[src/rtl/uec_pkg.sv]
// Package for the USB endpoint control and status block.
// Assumes a serial engine on the same clock that reports tokens and events.
package uec_pkg;

    // ------------------------------------------------------------
    // Register indices (byte address is four times the index)
    // ------------------------------------------------------------
    localparam logic [7:0] IDX_FUNC_ADDR = 8'h38;
    localparam logic [7:0] IDX_FLAGS_ZERO = 8'h39;
    localparam logic [7:0] IDX_FLAGS_ONE = 8'h3A;
    localparam logic [7:0] IDX_CTRL_EP = 8'h3B;
    localparam logic [7:0] IDX_SHARED_EP = 8'h3C;

    // ------------------------------------------------------------
    // Field positions
    // ------------------------------------------------------------
    localparam int FA_ENABLE = 7;
    localparam int F0_TXF = 7;
    localparam int F0_RXF = 6;
    localparam int F0_BRST = 5;
    localparam int F0_SUSP = 4;
    localparam int F0_TXIE = 3;
    localparam int F0_RXIE = 2;
    localparam int F0_TXCLR = 1;
    localparam int F0_RXCLR = 0;
    localparam int F1_TXF = 7;
    localparam int F1_EOP = 6;
    localparam int F1_RESF = 5;
    localparam int F1_RESCLR = 4;
    localparam int F1_TXIE = 3;
    localparam int F1_EOP_IE = 2;
    localparam int F1_TXCLR = 1;
    localparam int F1_EOPCLR = 0;
    localparam int CE_TOGGLE = 7;
    localparam int CE_STALL = 6;
    localparam int CE_TXEN = 5;
    localparam int CE_RXEN = 4;
    localparam int SE_TOGGLE = 7;
    localparam int SE_TXEN = 5;

    // ------------------------------------------------------------
    // Reset values and endpoint numbers
    // ------------------------------------------------------------
    localparam logic [7:0] REG_RESET = 8'h00;
    localparam logic [1:0] EP_CTRL = 2'h0;
    localparam logic [1:0] EP_ONE = 2'h1;
    localparam logic [1:0] EP_TWO = 2'h2;

    typedef enum logic [1:0] {
        PID_OUT = 2'h0,
        PID_IN = 2'h1,
        PID_SETUP = 2'h2,
        PID_OTHER = 2'h3
    } uec_pid_t;

    typedef enum logic [2:0] {
        ANS_IGNORE = 3'h0,
        ANS_DATA = 3'h1,
        ANS_ACCEPT = 3'h2,
        ANS_NAK = 3'h3,
        ANS_STALL = 3'h4
    } uec_answer_t;

    typedef struct packed {
        logic valid;
        uec_pid_t pid;
        logic [6:0] addr;
        logic [1:0] ep;
    } uec_token_t;

    typedef struct packed {
        logic valid;
        uec_answer_t ans;
        logic [1:0] ep;
        logic data1;
        logic [3:0] count;
    } uec_reply_t;

    typedef struct packed {
        logic ctrl_tx_acked;
        logic ctrl_rx_acked;
        logic shared_tx_acked;
        logic eop_seen;
        logic bus_reset_seen;
        logic bus_activity;
    } uec_event_t;

endpackage

[src/rtl/uec_ctrl.sv]
// USB endpoint control and status registers with token answer logic.
// Assumes a same-clock serial engine and a classic Wishbone master.
`timescale 1ns/1ps

module uec_ctrl (
    input wire logic clk_i,
    input wire logic rst_i,
    input wire logic wb_cyc_i,
    input wire logic wb_stb_i,
    input wire logic wb_we_i,
    input wire logic [7:0] wb_adr_i,
    input wire logic [3:0] wb_sel_i,
    input wire logic [31:0] wb_dat_i,
    output logic [31:0] wb_dat_o,
    output logic wb_ack_o,
    input uec_pkg::uec_token_t token_i,
    input uec_pkg::uec_event_t event_i,
    output uec_pkg::uec_reply_t reply_o,
    output logic usb_enable_o,
    output logic suspend_o,
    output logic sys_reset_req_o,
    output logic irq_o
);
    import uec_pkg::*;

    // ------------------------------------------------------------
    // State
    // ------------------------------------------------------------
    typedef struct packed {
        logic [7:0] func_addr;
        logic tx0f;
        logic rx0f;
        logic brst_flag;
        logic suspend;
        logic tx0ie;
        logic rx0ie;
        logic tx1f;
        logic eop_flag;
        logic resume_flag;
        logic tx1ie;
        logic eop_ie;
        logic [7:0] ctrl_ep;
        logic [7:0] shared_ep;
        logic ack;
        logic [7:0] rdat;
        uec_reply_t reply;
        logic reset_req;
        logic irq;
    } uec_state_t;

    uec_state_t st;
    uec_state_t next_st;

    function automatic logic hits(input logic [7:0] adr,
                                  input logic [7:0] idx);
        hits = (adr[7:2] == idx[5:0]) && (adr[1:0] == 2'h0);
    endfunction

    logic bus_req;
    logic wr_now;
    logic tok_match;

    assign bus_req = wb_cyc_i && wb_stb_i;
    // A write lands at the edge where the master sees ack
    assign wr_now = bus_req && st.ack && wb_we_i && wb_sel_i[0];
    assign tok_match = token_i.valid && st.func_addr[FA_ENABLE]
                       && (token_i.addr == st.func_addr[6:0]);

    always_comb begin
        next_st = st;
        next_st.reset_req = 1'b0;
        next_st.reply = '0;

        // --------------------------------------------------------
        // Register writes
        // --------------------------------------------------------
        if (wr_now && hits(wb_adr_i, IDX_FUNC_ADDR)) begin
            next_st.func_addr = wb_dat_i[7:0];
        end
        if (wr_now && hits(wb_adr_i, IDX_FLAGS_ZERO)) begin
            next_st.suspend = wb_dat_i[F0_SUSP];
            next_st.tx0ie = wb_dat_i[F0_TXIE];
            next_st.rx0ie = wb_dat_i[F0_RXIE];
            if (wb_dat_i[F0_TXCLR]) begin
                next_st.tx0f = 1'b0;
            end
            if (wb_dat_i[F0_RXCLR]) begin
                next_st.rx0f = 1'b0;
            end
        end
        if (wr_now && hits(wb_adr_i, IDX_FLAGS_ONE)) begin
            next_st.tx1ie = wb_dat_i[F1_TXIE];
            next_st.eop_ie = wb_dat_i[F1_EOP_IE];
            if (wb_dat_i[F1_TXCLR]) begin
                next_st.tx1f = 1'b0;
            end
            if (wb_dat_i[F1_EOPCLR]) begin
                next_st.eop_flag = 1'b0;
            end
            if (wb_dat_i[F1_RESCLR]) begin
                next_st.resume_flag = 1'b0;
            end
        end
        if (wr_now && hits(wb_adr_i, IDX_CTRL_EP)) begin
            next_st.ctrl_ep = wb_dat_i[7:0];
        end
        if (wr_now && hits(wb_adr_i, IDX_SHARED_EP)) begin
            next_st.shared_ep = wb_dat_i[7:0];
        end

        // --------------------------------------------------------
        // Hardware events, placed after writes so a set wins
        // --------------------------------------------------------
        if (event_i.ctrl_tx_acked) begin
            next_st.tx0f = 1'b1;
        end
        if (event_i.ctrl_rx_acked) begin
            next_st.rx0f = 1'b1;
        end
        if (event_i.shared_tx_acked) begin
            next_st.tx1f = 1'b1;
        end
        if (event_i.eop_seen) begin
            next_st.eop_flag = 1'b1;
        end
        if (event_i.bus_activity && st.suspend) begin
            next_st.resume_flag = 1'b1;
        end

        // --------------------------------------------------------
        // Token answers
        // --------------------------------------------------------
        if (tok_match && token_i.ep == EP_CTRL) begin
            next_st.reply.valid = 1'b1;
            next_st.reply.ep = EP_CTRL;
            next_st.reply.data1 = st.ctrl_ep[CE_TOGGLE];
            next_st.reply.count = st.ctrl_ep[3:0];
            case (token_i.pid)
                PID_SETUP: begin
                    // SETUP is always taken and drops a forced stall
                    next_st.reply.ans = ANS_ACCEPT;
                    next_st.ctrl_ep[CE_STALL] = 1'b0;
                end
                PID_IN: begin
                    if (st.ctrl_ep[CE_STALL]) begin
                        next_st.reply.ans = ANS_STALL;
                    end else if (!st.ctrl_ep[CE_TXEN] || st.tx0f) begin
                        next_st.reply.ans = ANS_NAK;
                    end else begin
                        next_st.reply.ans = ANS_DATA;
                    end
                end
                PID_OUT: begin
                    if (st.ctrl_ep[CE_STALL]) begin
                        next_st.reply.ans = ANS_STALL;
                    end else if (!st.ctrl_ep[CE_RXEN] || st.rx0f) begin
                        next_st.reply.ans = ANS_NAK;
                    end else begin
                        next_st.reply.ans = ANS_ACCEPT;
                    end
                end
                default: begin
                    next_st.reply.valid = 1'b0;
                end
            endcase
        end else if (tok_match && token_i.pid == PID_IN
                     && (token_i.ep == EP_ONE || token_i.ep == EP_TWO)) begin
            next_st.reply.valid = 1'b1;
            next_st.reply.ep = token_i.ep;
            next_st.reply.data1 = st.shared_ep[SE_TOGGLE];
            next_st.reply.count = st.shared_ep[3:0];
            if (!st.shared_ep[SE_TXEN] || st.tx1f) begin
                next_st.reply.ans = ANS_NAK;
            end else begin
                next_st.reply.ans = ANS_DATA;
            end
        end

        // --------------------------------------------------------
        // Bus slave: one wait state, unmapped reads give zero
        // --------------------------------------------------------
        next_st.ack = bus_req && !st.ack;
        next_st.rdat = 8'h00;
        if (bus_req && !st.ack) begin
            if (hits(wb_adr_i, IDX_FUNC_ADDR)) begin
                next_st.rdat = st.func_addr;
            end else if (hits(wb_adr_i, IDX_FLAGS_ZERO)) begin
                next_st.rdat = {st.tx0f, st.rx0f, st.brst_flag, st.suspend,
                                st.tx0ie, st.rx0ie, 2'h0};
            end else if (hits(wb_adr_i, IDX_FLAGS_ONE)) begin
                next_st.rdat = {st.tx1f, st.eop_flag, st.resume_flag, 1'b0,
                                st.tx1ie, st.eop_ie, 2'h0};
            end else if (hits(wb_adr_i, IDX_CTRL_EP)) begin
                next_st.rdat = st.ctrl_ep;
            end else if (hits(wb_adr_i, IDX_SHARED_EP)) begin
                next_st.rdat = st.shared_ep;
            end
        end

        // Resume has no enable of its own, so it always interrupts
        next_st.irq = (st.tx0f && st.tx0ie)
                    || (st.rx0f && st.rx0ie)
                    || (st.eop_flag && st.eop_ie)
                    || (st.tx1f && st.tx1ie)
                    || st.resume_flag;

        // Bus reset clears the module like a system reset but sets
        // its own flag, which only rst_i may clear
        if (event_i.bus_reset_seen) begin
            next_st = '0;
            next_st.brst_flag = 1'b1;
            next_st.reset_req = 1'b1;
        end
    end

    always_ff @(posedge clk_i) begin
        if (rst_i) begin
            st <= '0;
        end else begin
            st <= next_st;
        end
    end

    assign wb_ack_o = st.ack;
    assign wb_dat_o = {24'h000000, st.rdat};
    assign reply_o = st.reply;
    assign usb_enable_o = st.func_addr[FA_ENABLE];
    // The clock gate outside acts on this level
    assign suspend_o = st.suspend;
    assign sys_reset_req_o = st.reset_req;
    assign irq_o = st.irq;

    logic ctrl_tok;
    logic no_brst;
    assign ctrl_tok = tok_match && token_i.ep == EP_CTRL;
    assign no_brst = !event_i.bus_reset_seen;
endmodule

[config.mk]
export PLATFORM = sky130hd
export DESIGN_NAME = uec_ctrl
export DESIGN_NICKNAME = d
export VERILOG_FILES = /design/src/rtl/uec_pkg.sv /design/src/rtl/uec_ctrl.sv
export SDC_FILE = /design/constraint.sdc
export NUM_CORES = 1
export LEC_CHECK = 0
export BUFFER_PORTS_ARGS = -buffer_cell sky130_fd_sc_hd__buf_4
export CAP_MARGIN = 20
export CORE_MARGIN = 8
export CORE_UTILIZATION = 44
export CTS_CLUSTER_SIZE = 10
export DETAILED_ROUTE_END_ITERATION = 7
export PLACE_DENSITY_LB_ADDON = 0.2
export SYNTH_ARGS = -nofsm -noshare
export SYNTH_HDL_FRONTEND = slang
export SYNTH_SLANG_ARGS = --single-unit
[constraint.sdc]
create_clock -name clk_i -period 1.56 [get_ports clk_i]
set_input_delay 0.234 -clock clk_i [delete_from_list [all_inputs] [get_ports clk_i]]
set_output_delay 0.234 -clock clk_i [all_outputs]
set_load 0.01 [all_outputs]
==> impl_metrics.csv <==
group,metric,value,unit
die,die_y,97.9,microns
pwr,cellInternalPower,2.52,mW
routing,drt_first_iter_violations,157,
finish,layout.core_utilization,54.9,%
die,floorplan.initialDensity,44.4,%
sta,achievable-frequency,0.597,GHz
synthesis,netlist-cell-type-count,48,
pwr,sw_frac_of_total,22.8,%
pwr,power.leakage,1.62,nW
sta,report.final.setup_viol,10,
worst_setup_path,timing.setup.critical_path_class,"flip-flop to flip-flop",
global_routing,via_count_of_the_first_global_routing_pass,2554,
placed_design,io_port_bufs,63,
placed_design,placement.cell_area,3430,sq um
routing,drtAntennaViolNets,0,
sta,skew,7.14,ps
synthesis,post_synth_inst_count,342,
finish,layout.nets,473,
sta,report.final.slew_viol_count,0,
min_path,timing.hold.worst.class,"input pin to flip-flop",
finish,mostFrequentLayoutCell,"sky130_fd_sc_hd__buf_4",
clock_network,numCtsBuffers,9,
global_routing,antenna_violations_before_repair,0,
sta,setup_tns,-780,ps
finish,finalInstanceArea,3650,sq um
sta,unrepaired_setup_endpoints_after_global_routing,"yes",
finish,areaGrowthSynthToFinish,23.7,%
pwr,sequentialPowerShare,45.1,%
worst_setup_path,timing.critical_path.required,1830,ps
clock_network,tritoncts_num_sinks,57,
routing,vias_per_cell,5.08,
pwr,pwr_density_cell,897,nW/um^2
worst_setup_path,critical_path.cell_chain,"nor2b_4 -> or4_4 -> or3_4 -> buf_12 -> nor3b_2",
sta,finalHoldViolCount,0,
worst_setup_path,path_delay_family,"simple AND/OR/NAND/NOR gates",
finish,final_cell_mix,"sky130_fd_sc_hd__buf_4, sky130_fd_sc_hd__dfxtp_1, sky130_fd_sc_hd__nor2_1, sky130_fd_sc_hd__a21oi_1, sky130_fd_sc_hd__conb_1",
worst_setup_path,cp_num_buf_inv,1,
sta,time_the_worst_path_needs_with_i_o_delays_and_setup,1670,ps
synthesis,syn-cell-area,2950,sq um
clock_network,cts_tree,"yes",
placed_design,dp_worst_setup_slack,-124,ps
placed_design,routabilityCongestion,0.845,
die,dieWidth,97.9,microns
synthesis,synth_area_per_cell,8.62,sq um
clock_network,cts_htree_levels,3,
min_path,hold_depth,2,
pwr,clock_power_share,46.3,%
clock_network,worst_skew_pair.late_latency,340,ps
run,cap_violations,0,
worst_setup_path,crit_path_start_kind,"flip-flop",
synthesis,synth.top_cell.area_share,38.7,%
global_routing,grt.total_usage,16.4,%
pwr,fin_total_pwr,3.27,mW
clock_network,clk_path_buf_depth,2,
finish,insertedDiodeCount,0,
worst_setup_path,worst_path_largest_cell_delay,520,ps
routing,vias,2483,
placed_design,place.detailed.hpwl,5880,microns
clock_network,clock_tree.root_cell,"sky130_fd_sc_hd__clkbuf_8",
routing,route.detailed.drc,0,
synthesis,seq_area_frac_synth,38.7,%
sta,layout_worst_path_cycle_share,107,%
worst_setup_path,worstSetupPathDepth,5,
die,num_rows,30,
synthesis,ys_async_sr_fraction,0,%
sta,final.setup.worst_slack,-114,ps
clock_network,clk_transition_reported_paths,70,ps
pwr,combPwrFrac,8.6,%
pwr,p_switching,0.746,mW
routing,first_pass_iters,5,
global_routing,maximum_number_of_pins_on_one_net_before_global_route_repair,22,
die,floorplan.io_pins,115,
run_status,failed_checks,"negative setup slack",
worst_setup_path,critical_path.slowest_cell,"sky130_fd_sc_hd__or4_4",
die,design.core.area,6640,sq um
worst_setup_path,crit_path_max_fanout,4,
synthesis,most_used_flip_flop_cell_after_synthesis,"sky130_fd_sc_hd__dfxtp_1",
die,dieArea,9570,sq um
worst_setup_path,arrival,1940,ps
finish,share_of_final_layout_standard_cells_stronger_than_drive_strength_1,29.6,%
pwr,ir_drop,0.435,mV
synthesis,synth_top_cells_by_area,"sky130_fd_sc_hd__dfxtp_1, sky130_fd_sc_hd__buf_4, sky130_fd_sc_hd__mux2i_1",
synthesis,yosysTopAreaCell,"sky130_fd_sc_hd__dfxtp_1",
routing,wl_per_cell,15.7,microns
global_routing,first_pass_grt_wire_length,12600,microns
run_status,outcome,"finished, violations left",
synthesis,synth-edff-count,0,
worst_setup_path,r2r.worst_path.cells,5,
worst_setup_path,type_of_element_capturing_the_critical_path,"flip-flop",
synthesis,yosys_warnings,0,
routing,postRouteWirelength,7670,microns
global_routing,overflow,0,
synthesis,yosys_register_bits,57,
==> what timing repair did <==
action,4_1_cts,5_1_grt
setup endpoints to repair,10,11
pin swaps,1,0
cloned,0,0
setup buffers,0,0
gates resized for setup,0,2
hold buffers,0,0
==> path summary, 6_finish.rpt <==
| check | slack (ps) | to | startpoint |
|---|---|---|---|
| worst max-delay path | -110 | reply_o[6] | st[49] |
| worst min-delay path | 60 | st[46] | rst_i |
| worst max register to register | -110 | reply_o[6] | st[49] |
| worst min register to register | 460 | st[26] | st[26] |
==> power groups by stage <==
stage / registers, mW / clock network (mW) / logic [mW]
final: 1.48 / 1.52 / 0.280
after global routing: 1.47 / 1.62 / 0.307
after CTS: 1.47 / 1.54 / 0.277
after detailed placement: 1.51 / 0 / 0.276
after global placement: 1.51 / 0 / 0.273
after floorplan: 1.50 / 0 / 0.177
==> cells by family (layout without fill, tap and decap cells) <==
family / Yosys count / in the layout / share of synthesized area, %
AOI/OAI and AO/OA: 62 / 62 / 12.1
xor gates and xnor gates: 4 / 4 / 1.19
adders and majority gates: 1 / 1 / 0.424
buffers and inverters: 69 / 113 / 14.5
DFF: 57 / 57 / 38.7
muxes: 26 / 26 / 9.04
other: 1 / 24 / 0.127
and+or+nand+nor: 122 / 122 / 23.9
==> per-layer routing <==
layer | GRT usage (%) | part of all wire, % | up-vias
met5 | 0 | 0 | -
met4 | 9.59 | 1.9 | 0
met3 | 4.48 | 8.8 | 12
met2 | 25.7 | 46 | 99
met1 | 19.7 | 43 | 1131
li1 | - | - | 1241
==> sequential cells by signal (all words and copies together) (netlist names) <==
signal and cells:
suspend_o 1, reply_o 11, usb_enable_o 1, sys_reset_req_o 1, wb_ack_o 1, st 33, irq_o 1, wb_dat_o 8
==> Yosys cell counts, drive strengths merged (2+ instances only) <==
| cell | count |
|---|---|
| nand4 | 7 |
| nor4 | 2 |
| mux2 | 5 |
| dfxtp | 57 |
| and4b | 3 |
| nor4bb | 2 |
| a22oi | 7 |
| nor3b | 3 |
| mux2i | 21 |
| o22ai | 5 |
| nand3 | 9 |
| a21oi | 31 |
| or2 | 2 |
| nor3 | 4 |
| buf | 44 |
| nand2b | 13 |
| clkbuf | 14 |
| inv | 11 |
| a22o | 2 |
| nor2b | 8 |
| nor2 | 35 |
| and2 | 4 |
| a31oi | 2 |
| nand2 | 19 |
| o21ai | 12 |
| nor4b | 2 |
| xnor2 | 4 |
==> stage by stage <==
step,instances,hold slack [ps]
after global placement,474,418
final,489,62.6
after detailed placement,474,420
after floorplan,365,306
after global routing,489,68.7
after CTS,489,49.7
==> final cells by class <==
cell class                      count  area, sq um
Clock inverter                      3         65.1
Inverter                           11         41.3
Fill cell                         655         3000
Multi-Input combinational cell    239         1490
Timing Repair Buffer               87          666
Tap cell                           80          100
Clock buffer                       12          145
Sequential cell                    57         1140
Note: power is estimated with default switching activity, not from simulation.
